<file path="src/rsclk_pkg.sv">
// Package with register map, field layout, reset values and timing constants of the clock control block.
package rsclk_pkg;
    // Printed offsets are word indices; the byte address is four times the index.
    localparam logic [31:0] RADIO_CLK_IDX = 32'h0500_0008;
    localparam logic [31:0] SYS_CLK_IDX = 32'h0500_000A;
    localparam logic [31:0] PMU_CTRL_IDX = 32'h5000_0010;
    // Only the low index bits are decoded inside the block window.
    localparam int IDX_DEC_W = 5;

    localparam int RC_CORE_EN_BIT = 7;
    localparam int RC_LP_RST_BIT = 6;
    localparam int RC_CORE_DIV_LSB = 4;
    localparam int RC_RFU_EN_BIT = 3;
    localparam int RC_RFU_DIV_LSB = 0;
    localparam logic [7:0] RC_RESET = 8'h40;
    localparam logic [7:0] RC_WMASK = 8'hFB;

    localparam int SC_ON_XTAL_BIT = 7;
    localparam int SC_ON_RC_BIT = 6;
    localparam int SC_ON_SLOW_BIT = 5;
    localparam int SC_FLT_BYP_BIT = 3;
    localparam int SC_XTAL_OFF_BIT = 2;
    localparam int SC_SEL_LSB = 0;
    localparam logic [1:0] SC_SEL_RESET = 2'h0;

    localparam int PM_RET_LSB = 8;
    localparam int PM_BOOST_BIT = 7;
    localparam int PM_BUCK_BIT = 6;
    localparam logic [3:0] PM_RET_RESET = 4'h0;

    typedef enum logic [1:0] {
        RSCLK_SRC_XTAL = 2'b00,
        RSCLK_SRC_RC = 2'b01,
        RSCLK_SRC_SLOW = 2'b10
    } rsclk_src_t;

    localparam int CLK_FREQ_MHZ = 40;
    localparam int XTAL_SETTLE_US = 2000;
    // More than the settle time is needed, so one cycle is added.
    localparam int XTAL_SETTLE_CYCLES = XTAL_SETTLE_US * CLK_FREQ_MHZ + 1;
    localparam int DIV_CNT_W = 3;
endpackage

</file>
<file path="src/rsclk_top.sv">
// Radio and system clock control block with its APB register slave.
`timescale 1ns/1ps

// Summary of operation
// RL1: Radio clock bit 7 enables the radio core clock; off after reset.
// RL2: Radio clock bit 6 holds low-power radio timer in reset; set after reset.
// RL3: Bits 5:4 divide the radio core clock by 1, 2, 4 or 8.
// RL4: Software keeps the radio core clock between 8 MHz and the CPU clock.
// RL5: Radio clock bit 3 enables the RF control unit clock; off after reset.
// RL6: Bits 1:0 divide the RF control unit clock by 1, 2, 4 or 8.
// RL7: Software programs the RF control unit clock to exactly 8 MHz.
// RL8: Status bit 7 reads 1 while the fast crystal runs the system; resets 1.
// RL9: Status bit 6 reads 1 while the fast RC oscillator runs the system.
// RL10: Status bit 5 reads 1 while a slow 32 kHz source runs the system.
// RL11: Bit 3 bypasses the crystal clock glitch filter; filter active after reset.
// RL12: Bit 2 stops the fast crystal at once and keeps it off while set.
// RL13: Software never stops the crystal while the system runs on it.
// RL14: Software waits for crystal settled or trim done before selecting it.
// RL15: Source select: 0 fast crystal, 1 fast RC, 2 or 3 slow clock.
// RL16: Power bits 11:8 keep four retention RAM macros retained when set.
// RL17: Power bit 7 forces the DC-DC converter to boost at next wakeup.
// RL18: Power bit 6 forces the DC-DC converter to buck at next wakeup.
// RL19: Boost forcing wins over buck forcing when both are set.
// RL20: After a one is written to either force bit, both force bits ignore further writes.
// RL21: Crystal settled reads 1 after more than 2 ms of crystal running.
// RL22: Divider and source changes never truncate or glitch a clock.
module rsclk_top
    import rsclk_pkg::*;
#(
    parameter int SETTLE_CYCLES = XTAL_SETTLE_CYCLES
) (
    input wire logic clock_in,
    input wire logic reset_n_in,
    input wire logic psel_in,
    input wire logic penable_in,
    input wire logic pwrite_in,
    input wire logic [31:0] paddr_in,
    input wire logic [31:0] pwdata_in,
    input wire logic [3:0] pstrb_in,
    output logic [31:0] prdata_out,
    output logic pready_out,
    output logic pslverr_out,
    input wire logic fast_rc_osc_ready_in,
    input wire logic slow_clock_ready_in,
    output logic radio_core_clk_tick_out,
    output logic rf_ctrl_unit_clk_tick_out,
    output logic lowpower_radio_timer_rst_out,
    output logic glitch_filter_bypass_out,
    output logic fast_crystal_osc_en_out,
    output logic fast_crystal_settled_out,
    output logic [1:0] sysclk_source_sel_out,
    output logic on_fast_crystal_out,
    output logic on_fast_rc_osc_out,
    output logic on_slow_clock_out,
    output logic [3:0] retention_keep_out,
    output logic dcdc_force_boost_out,
    output logic dcdc_force_buck_out
);
    if (SETTLE_CYCLES < 1) begin : g_bad_settle
        $error("SETTLE_CYCLES must be at least one");
    end

    function automatic logic [DIV_CNT_W-1:0] div_last(input logic [1:0] code);
        div_last = DIV_CNT_W'((4'h1 << code) - 4'h1);
    endfunction

    function automatic logic hit(input logic [31:0] addr, input logic [31:0] idx);
        hit = (addr[IDX_DEC_W+1:2] == idx[IDX_DEC_W-1:0]);
    endfunction

    // APB decode; no wait states, read data captured in the setup phase.
    logic wr_en, setup, mapped;
    logic sel_radio, sel_sys, sel_pmu;
    assign sel_radio = hit(paddr_in, RADIO_CLK_IDX);
    assign sel_sys = hit(paddr_in, SYS_CLK_IDX);
    assign sel_pmu = hit(paddr_in, PMU_CTRL_IDX);
    assign mapped = sel_radio | sel_sys | sel_pmu;
    assign setup = psel_in & ~penable_in;
    assign wr_en = psel_in & penable_in & pwrite_in & mapped;
    assign pready_out = 1'b1;
    assign pslverr_out = psel_in & penable_in & ~mapped;

    // Pins from the oscillators are in another domain and are synchronised.
    logic [1:0] rc_rdy_q, slow_rdy_q;
    always_ff @(posedge clock_in) begin
        if (!reset_n_in) begin
            rc_rdy_q <= 2'h0;
            slow_rdy_q <= 2'h0;
        end else begin
            rc_rdy_q <= {rc_rdy_q[0], fast_rc_osc_ready_in};
            slow_rdy_q <= {slow_rdy_q[0], slow_clock_ready_in};
        end
    end

    // Register group.
    logic [7:0] radio_q, radio_d;
    logic flt_byp_q, flt_byp_d;
    logic xtal_off_q, xtal_off_d;
    logic [1:0] src_sel_q, src_sel_d;
    logic [3:0] ret_q, ret_d;
    logic boost_q, boost_d;
    logic buck_q, buck_d;
    logic force_lock_q, force_lock_d;
    logic [7:0] wlo, whi;

    always_comb begin
        wlo = pwdata_in[7:0];
        whi = pwdata_in[15:8];
        radio_d = radio_q;
        flt_byp_d = flt_byp_q;
        xtal_off_d = xtal_off_q;
        src_sel_d = src_sel_q;
        ret_d = ret_q;
        boost_d = boost_q;
        buck_d = buck_q;
        force_lock_d = force_lock_q;
        if (wr_en && pstrb_in[0] && sel_radio) begin
            radio_d = wlo & RC_WMASK; // RL1 RL2 RL3 RL5 RL6
        end
        if (wr_en && pstrb_in[0] && sel_sys) begin
            flt_byp_d = wlo[SC_FLT_BYP_BIT]; // RL11
            xtal_off_d = wlo[SC_XTAL_OFF_BIT]; // RL12
            src_sel_d = wlo[SC_SEL_LSB+:2]; // RL15
        end
        if (wr_en && pstrb_in[1] && sel_pmu) begin
            ret_d = whi[PM_RET_LSB-8+:4]; // RL16
        end
        // Locking only on a written one lets software touch retention bits freely before forcing.
        if (wr_en && pstrb_in[0] && sel_pmu && !force_lock_q) begin
            boost_d = wlo[PM_BOOST_BIT]; // RL17 RL20
            buck_d = wlo[PM_BUCK_BIT]; // RL18 RL20
            force_lock_d = wlo[PM_BOOST_BIT] | wlo[PM_BUCK_BIT]; // RL20
        end
    end

    always_ff @(posedge clock_in) begin
        if (!reset_n_in) begin
            radio_q <= RC_RESET;
            flt_byp_q <= 1'b0;
            xtal_off_q <= 1'b0;
            src_sel_q <= SC_SEL_RESET;
            ret_q <= PM_RET_RESET;
            boost_q <= 1'b0;
            buck_q <= 1'b0;
            force_lock_q <= 1'b0;
        end else begin
            radio_q <= radio_d;
            flt_byp_q <= flt_byp_d;
            xtal_off_q <= xtal_off_d;
            src_sel_q <= src_sel_d;
            ret_q <= ret_d;
            boost_q <= boost_d;
            buck_q <= buck_d;
            force_lock_q <= force_lock_d;
        end
    end

    // Crystal settle counter restarts whenever the crystal is stopped.
    logic [31:0] settle_cnt_q, settle_cnt_d;
    logic settled_q, settled_d;
    always_comb begin
        settle_cnt_d = settle_cnt_q;
        settled_d = settled_q;
        if (xtal_off_q) begin
            settle_cnt_d = 32'h0;
            settled_d = 1'b0;
        end else if (settle_cnt_q < 32'(SETTLE_CYCLES)) begin
            settle_cnt_d = settle_cnt_q + 32'h1;
        end else begin
            settled_d = 1'b1; // RL21
        end
    end

    // The active source moves only once the requested oscillator is usable.
    rsclk_src_t src_q, src_d, req_src;
    logic req_ok;
    always_comb begin
        case (src_sel_q)
            2'h0: req_src = RSCLK_SRC_XTAL;
            2'h1: req_src = RSCLK_SRC_RC;
            default: req_src = RSCLK_SRC_SLOW; // RL15
        endcase
        case (req_src)
            RSCLK_SRC_XTAL: req_ok = settled_q & ~xtal_off_q;
            RSCLK_SRC_RC: req_ok = rc_rdy_q[1];
            RSCLK_SRC_SLOW: req_ok = slow_rdy_q[1];
            default: req_ok = 1'b0;
        endcase
        src_d = src_q;
        if (req_ok) begin
            src_d = req_src; // RL22
        end
    end

    always_ff @(posedge clock_in) begin
        if (!reset_n_in) begin
            settle_cnt_q <= 32'h0;
            settled_q <= 1'b0;
            src_q <= RSCLK_SRC_XTAL;
        end else begin
            settle_cnt_q <= settle_cnt_d;
            settled_q <= settled_d;
            src_q <= src_d;
        end
    end

    // Two dividers: index 0 is the radio core, index 1 the RF control unit.
    // A new division is only taken at the end of a whole divided period.
    logic [DIV_CNT_W-1:0] dcnt_q [2], dcnt_d [2];
    logic [1:0] dact_q [2], dact_d [2];
    logic [1:0] tick_q, tick_d;
    logic [1:0] den;
    logic [1:0] dreq [2];
    assign den = {radio_q[RC_RFU_EN_BIT], radio_q[RC_CORE_EN_BIT]}; // RL1 RL5
    assign dreq[0] = radio_q[RC_CORE_DIV_LSB+:2];
    assign dreq[1] = radio_q[RC_RFU_DIV_LSB+:2];

    always_comb begin
        for (int i = 0; i < 2; i++) begin
            dcnt_d[i] = '0;
            dact_d[i] = dreq[i];
            tick_d[i] = 1'b0;
            if (den[i]) begin
                if (dcnt_q[i] == div_last(dact_q[i])) begin
                    dcnt_d[i] = '0; // RL3 RL6 RL22
                    dact_d[i] = dreq[i];
                end else begin
                    dcnt_d[i] = dcnt_q[i] + DIV_CNT_W'(1);
                    dact_d[i] = dact_q[i];
                end
                tick_d[i] = (dcnt_d[i] == '0);
            end
        end
    end

    always_ff @(posedge clock_in) begin
        if (!reset_n_in) begin
            dcnt_q[0] <= '0;
            dcnt_q[1] <= '0;
            dact_q[0] <= 2'h0;
            dact_q[1] <= 2'h0;
            tick_q <= 2'h0;
        end else begin
            dcnt_q <= dcnt_d;
            dact_q <= dact_d;
            tick_q <= tick_d;
        end
    end

    // Read data.
    logic [31:0] rdata_q, rdata_d;
    always_comb begin
        rdata_d = rdata_q;
        if (setup && !pwrite_in) begin
            rdata_d = 32'h0;
            if (sel_radio) begin
                rdata_d[7:0] = radio_q;
            end
            if (sel_sys) begin
                rdata_d[SC_ON_XTAL_BIT] = (src_q == RSCLK_SRC_XTAL); // RL8
                rdata_d[SC_ON_RC_BIT] = (src_q == RSCLK_SRC_RC); // RL9
                rdata_d[SC_ON_SLOW_BIT] = (src_q == RSCLK_SRC_SLOW); // RL10
                rdata_d[SC_FLT_BYP_BIT] = flt_byp_q;
                rdata_d[SC_XTAL_OFF_BIT] = xtal_off_q;
                rdata_d[SC_SEL_LSB+:2] = src_sel_q;
            end
            if (sel_pmu) begin
                rdata_d[PM_RET_LSB+:4] = ret_q;
                rdata_d[PM_BOOST_BIT] = boost_q;
                rdata_d[PM_BUCK_BIT] = buck_q;
            end
        end
    end

    always_ff @(posedge clock_in) begin
        if (!reset_n_in) begin
            rdata_q <= 32'h0;
        end else begin
            rdata_q <= rdata_d;
        end
    end

    assign prdata_out = rdata_q;
    assign radio_core_clk_tick_out = tick_q[0];
    assign rf_ctrl_unit_clk_tick_out = tick_q[1];
    assign lowpower_radio_timer_rst_out = radio_q[RC_LP_RST_BIT]; // RL2
    assign glitch_filter_bypass_out = flt_byp_q; // RL11
    assign fast_crystal_osc_en_out = ~xtal_off_q; // RL12
    assign fast_crystal_settled_out = settled_q;
    assign sysclk_source_sel_out = src_q;
    assign on_fast_crystal_out = (src_q == RSCLK_SRC_XTAL);
    assign on_fast_rc_osc_out = (src_q == RSCLK_SRC_RC);
    assign on_slow_clock_out = (src_q == RSCLK_SRC_SLOW);
    assign retention_keep_out = ret_q;
    assign dcdc_force_boost_out = boost_q;
    assign dcdc_force_buck_out = buck_q & ~boost_q; // RL19

    // Checks.
    property p_core_off;
        @(posedge clock_in) disable iff (!reset_n_in)
        !radio_q[RC_CORE_EN_BIT] |=> !radio_core_clk_tick_out;
    endproperty
    a_core_off: assert property (p_core_off) else $error("core tick while disabled"); // RL1
    property p_lp_reset;
        @(posedge clock_in) disable iff (!reset_n_in)
        $rose(reset_n_in) |-> lowpower_radio_timer_rst_out;
    endproperty
    a_lp_reset: assert property (p_lp_reset) else $error("timer reset not held after reset"); // RL2
    property p_div8;
        @(posedge clock_in) disable iff (!reset_n_in)
        tick_q[0] && dact_q[0] == 2'h3 && den[0] |=> !tick_q[0] [*7];
    endproperty
    a_div8: assert property (p_div8) else $error("divide by eight spacing wrong"); // RL3 RL22
    property p_rfu_div2;
        @(posedge clock_in) disable iff (!reset_n_in)
        tick_q[1] && dact_q[1] == 2'h1 && den[1] |=> !tick_q[1] ##1 (tick_q[1] || !den[1] || $changed(dact_q[1]));
    endproperty
    a_rfu_div2: assert property (p_rfu_div2) else $error("divide by two spacing wrong"); // RL6
    property p_rfu_off;
        @(posedge clock_in) disable iff (!reset_n_in)
        !den[1] |=> !rf_ctrl_unit_clk_tick_out;
    endproperty
    a_rfu_off: assert property (p_rfu_off) else $error("unit tick while disabled"); // RL5
    property p_onehot;
        @(posedge clock_in) disable iff (!reset_n_in)
        $onehot({on_fast_crystal_out, on_fast_rc_osc_out, on_slow_clock_out});
    endproperty
    a_onehot: assert property (p_onehot) else $error("running status not one-hot"); // RL8 RL9 RL10
    property p_rc_switch;
        @(posedge clock_in) disable iff (!reset_n_in)
        src_sel_q == 2'h1 && rc_rdy_q[1] |=> on_fast_rc_osc_out;
    endproperty
    a_rc_switch: assert property (p_rc_switch) else $error("rc source not taken"); // RL15 RL9

    property p_xtal_stop;
        @(posedge clock_in) disable iff (!reset_n_in)
        wr_en && sel_sys && pstrb_in[0] && pwdata_in[SC_XTAL_OFF_BIT] |=> !fast_crystal_osc_en_out ##1 !fast_crystal_settled_out;
    endproperty
    a_xtal_stop: assert property (p_xtal_stop) else $error("crystal not stopped"); // RL12 RL21

    property p_settle_time;
        @(posedge clock_in) disable iff (!reset_n_in)
        $rose(settled_q) |-> $past(settle_cnt_q) == 32'(SETTLE_CYCLES);
    endproperty
    a_settle_time: assert property (p_settle_time) else $error("settled too early"); // RL21

    property p_force_lock;
        @(posedge clock_in) disable iff (!reset_n_in)
        force_lock_q |=> $stable(boost_q) && $stable(buck_q);
    endproperty
    a_force_lock: assert property (p_force_lock) else $error("force bits changed after lock"); // RL20

    property p_boost_wins;
        @(posedge clock_in) disable iff (!reset_n_in)
        boost_q |-> dcdc_force_boost_out && !dcdc_force_buck_out;
    endproperty
    a_boost_wins: assert property (p_boost_wins) else $error("buck forced with boost"); // RL19 RL17

    c_div4: cover property (@(posedge clock_in) disable iff (!reset_n_in) tick_q[0] && dact_q[0] == 2'h2);
    c_to_slow: cover property (@(posedge clock_in) disable iff (!reset_n_in) $rose(on_slow_clock_out));
    c_lock: cover property (@(posedge clock_in) disable iff (!reset_n_in) $rose(force_lock_q));
    c_settled: cover property (@(posedge clock_in) disable iff (!reset_n_in) $rose(settled_q));
endmodule // rsclk_top

</file>
<file path="config.mk">
export PLATFORM = sky130hd
export DESIGN_NAME = rsclk_top
export DESIGN_NICKNAME = d
export VERILOG_FILES = /design/src/rsclk_pkg.sv /design/src/rsclk_top.sv
export SDC_FILE = /design/constraint.sdc
export NUM_CORES = 1
export LEC_CHECK = 0
export ABC_AREA = 1
export BUFFER_PORTS_ARGS = -buffer_cell sky130_fd_sc_hd__buf_2
export CAP_MARGIN = 20
export CORE_MARGIN = 8
export CORE_UTILIZATION = 50
export DETAILED_ROUTE_END_ITERATION = 10
export GPL_TIMING_DRIVEN = 0
export PLACE_DENSITY = 0.75
export REMOVE_ABC_BUFFERS = 1
export SYNTH_ARGS = -nofsm -noshare
export SYNTH_HDL_FRONTEND = slang
export SYNTH_SLANG_ARGS = --single-unit
</file>
<file path="constraint.sdc">
create_clock -name clock_in -period 1.9 [get_ports clock_in]
set_input_delay 0.57 -clock clock_in [delete_from_list [all_inputs] [get_ports clock_in]]
set_output_delay 0.57 -clock clock_in [all_outputs]
set_load 0.02 [all_outputs]
</file>
==> flow_summary.json <==
{
  "cts-buffers-inserted": 9,
  "pin_count_of_the_biggest_net_entering_global_routing": 39,
  "whs_ps": 391,
  "power-per-cell-area_mw_per_mm2": 717,
  "post_synth_main_area_contributors": "sky130_fd_sc_hd__dfxtp_1 (44%), sky130_fd_sc_hd__nand2_1 (8.9%), sky130_fd_sc_hd__inv_1 (7.2%), sky130_fd_sc_hd__nor2_1 (6.9%), sky130_fd_sc_hd__a21oi_1 (6.0%)",
  "max_slew_margin_pct": 61.6,
  "synth.yosys.warnings": 0,
  "finish.cell_count_without_fillers": 679,
  "synth.yosys.seq_area_share_pct": 43.5,
  "drive_gt1_share_pct": 16.0,
  "port_buffers": 55,
  "finalPower_mw": 3.07,
  "antenna_violating_nets_post_route": 0,
  "pin_count": 126,
  "routabilityCongestion": 0.846,
  "detail_route.drc_violations": 0,
  "global_route.overflow_total": 0,
  "yosys.area_share.simple_pct": 25.6,
  "dieArea_mm2": 0.0105,
  "antenna_found_initial": 0,
  "post-synth-top-count-cell": "sky130_fd_sc_hd__nand2_1",
  "max_slew.worst_pin.slew_ps": 572,
  "critical_path_required_ps": 1330,
  "synth_async_sr_flop_share_pct": 0,
  "post-synth-top-area-fraction_pct": 43.5,
  "synth_top_cell_by_area": "sky130_fd_sc_hd__dfxtp_1",
  "worst_setup_hold_path_clk_slew_ps": 90,
  "placed_cells_incl_taps": 655,
  "finalCoreUtilization_pct": 58.9,
  "drtIter0Drc": 107,
  "std_cell_rows": 31,
  "multiplexer_share_of_the_synthesized_area_pct": 0,
  "htree_num_levels": 3,
  "final-setup-viol-count": 0,
  "criticalPathCategory": "in2out",
  "hpwlAfterDp_mm": 5.80,
  "setup_slack_ps": 33.8,
  "grt_pass1_wl_mm": 13.5,
  "antenna_cells_inserted": 0,
  "synth_edf_count": 0,
  "fin_nets": 654,
  "reg2reg_setup_slack_ps": 230,
  "min_period_ps": 1870,
  "total_leakage_power_nw": 1.85,
  "clk_root_buffer_cell": "sky130_fd_sc_hd__clkbuf_8",
  "syn_area_mm2": 0.00373,
  "synth.distinct_cells": 27,
  "first_global_vias": 3146,
  "postRouteWirelength_mm": 8.21,
  "hold_violations_final": 0,
  "synth-adder-area-share_pct": 1.34,
  "area_delta_synth_final_pct": 14.7,
  "cts_num_sinks": 81,
  "syn_area_per_cell_um2": 7.22,
  "crit_path_end_kind": "output port",
  "yosys-top-cells-count": "sky130_fd_sc_hd__nand2_1 (88), sky130_fd_sc_hd__dfxtp_1 (81), sky130_fd_sc_hd__inv_1 (71), sky130_fd_sc_hd__nor2_1 (68), sky130_fd_sc_hd__a21oi_1 (45)",
  "dr_pass1_iterations": 4,
  "global_route.usage.total_pct": 16.0,
  "yosys_register_bits": 81,
  "postCtsHoldBufs": 0,
  "wl_per_cell_um": 12.1,
  "timing.final.crit_share_pct": 98.2,
  "worstPathArrival_ps": 1300,
  "core_area_mm2": 0.00725,
  "start_kind": "primary input",
  "vias_cell": 4.81,
  "critical_path_peak_fanout": 4,
  "fmaxAchievable_ghz": 0.536,
  "max_cap_viol_count": 0,
  "timing_max_transition_violations_final": 0,
  "synthesis.instances": 516,
  "worst_ir_drop_vdd_mv": 0.354,
  "holdCritPathClass": "in2reg",
  "outcome": "finished clean",
  "synthFlopType": "sky130_fd_sc_hd__dfxtp_1",
  "detailedPlace.worstSlack_ps": -328,
  "synth-xor-area-share_pct": 3.53,
  "dieWidth_um": 102,
  "via_count": 3268,
  "worstSkewPairLatency_ps": 350,
  "die_h_um": 102,
  "clock_tree_from_tritoncts": "done",
  "cts_buffer_depth": 2,
  "fin_skew_ps": 9.79,
  "synth_top_family_by_area": "simple AND/OR/NAND/NOR gates",
  "start_util_pct": 51.4,
  "post_synthesis_compound_gate_area_fraction_pct": 12.4
}
-- worst paths after layout --
check,start,endpoint,cells after the start
worst max-delay path,paddr_in[6],pslverr_out,5
worst min register to register,slow_rdy_q[0],slow_rdy_q[1],2
worst min-delay path,slow_clock_ready_in,slow_rdy_q[0],3
worst max register to register,settle_cnt_q[0],settle_cnt_q[11],11
-- placed cells by master, fill, tap and decap left out, types with 4 or more instances in the layout --
master	count
sky130_fd_sc_hd__xor2_1	10
sky130_fd_sc_hd__clkbuf_8	9
sky130_fd_sc_hd__buf_2	54
sky130_fd_sc_hd__ha_1	4
sky130_fd_sc_hd__dfxtp_1	81
sky130_fd_sc_hd__conb_1	21
sky130_fd_sc_hd__nor2_1	66
sky130_fd_sc_hd__nor2_2	5
sky130_fd_sc_hd__nand2_1	88
sky130_fd_sc_hd__o21ai_0	33
sky130_fd_sc_hd__xnor2_1	5
sky130_fd_sc_hd__nand3_1	42
sky130_fd_sc_hd__clkinvlp_4	5
sky130_fd_sc_hd__nand4_1	10
sky130_fd_sc_hd__buf_4	5
sky130_fd_sc_hd__a21oi_1	45
sky130_fd_sc_hd__inv_1	70
-- layout make-up --
| class | instances | area, µm² |
|---|---|---|
| multi-input combinational | 348 | 1710 |
| timing repair buffer | 63 | 367 |
| fill | 712 | 2980 |
| clock buffer | 11 | 131 |
| clock inverter | 5 | 40.0 |
| inverter | 71 | 270 |
| tap | 99 | 124 |
| sequential | 81 | 1620 |
| timing repair inverter | 1 | 7.51 |
-- per-layer routing --
layer	part of all wire (%)	vias up	GRT usage (%)
met5	0	-	0
met1	45	1443	17.7
met3	7.3	18	5.18
met2	45	87	26.5
met4	2.7	0	9.14
li1	-	1720	-
-- metrics by stage --
| step | instance area, µm² | setup TNS [ps] |
|---|---|---|
| final | 4280 | 0 |
| after global routing | 4280 | -9.67 |
| after CTS | 4170 | 0 |
| after detailed placement | 3980 | -10500 |
| after global placement | 3970 | -19920 |
| after floorplan | 3570 | -1670 |
-- state kept, by name (all words and copies together) (netlist names), 2 cells and up --
| signal | cells |
|---|---|
| slow_rdy_q | 2 |
| sysclk_source_sel_out | 2 |
| retention_keep_out | 4 |
| prdata_out | 12 |
| dact_q | 4 |
| tick_q | 2 |
| rc_rdy_q | 2 |
| settle_cnt_q | 32 |
| src_sel_q | 2 |
| dcnt_q | 6 |
| radio_q | 7 |
-- critical path, cell delays in order --
cell and delay [ps]:
sky130_fd_sc_hd__buf_2 120, sky130_fd_sc_hd__nand3b_1 190, sky130_fd_sc_hd__o21ai_4 210, sky130_fd_sc_hd__nor2_1 50, sky130_fd_sc_hd__buf_2 150
-- what timing repair did --
| item | in CTS | in global routing |
|---|---|---|
| endpoints found under the setup margin | 1 | 40 |
| endpoints found under the hold margin | 0 | 0 |
| buffers inserted | 0 | 7 |
| resized for setup | 3 | 6 |
| gates cloned | 0 | 1 |
| pin swaps | 1 | 3 |
-- kinds of logic after synthesis --
group | count (synthesis)
other | 2
buffers and inverters | 106
AND/OR/NAND/NOR | 221
XOR/XNOR | 15
flip-flops | 81
AO/OA/AOI/OAI | 87
adder cells (fa/ha/maj) | 4
-- report_power, final --
| part | switching [mW] | total [mW] | internal (mW) |
|---|---|---|---|
| clock | 0.642 | 1.12 | 0.482 |
| combinational | 0.143 | 0.207 | 0.0644 |
| sequential | 0.0161 | 1.73 | 1.72 |
| total | 0.802 | 3.07 | 2.26 |
No activity file was read; power rests on OpenSTA's default activity.
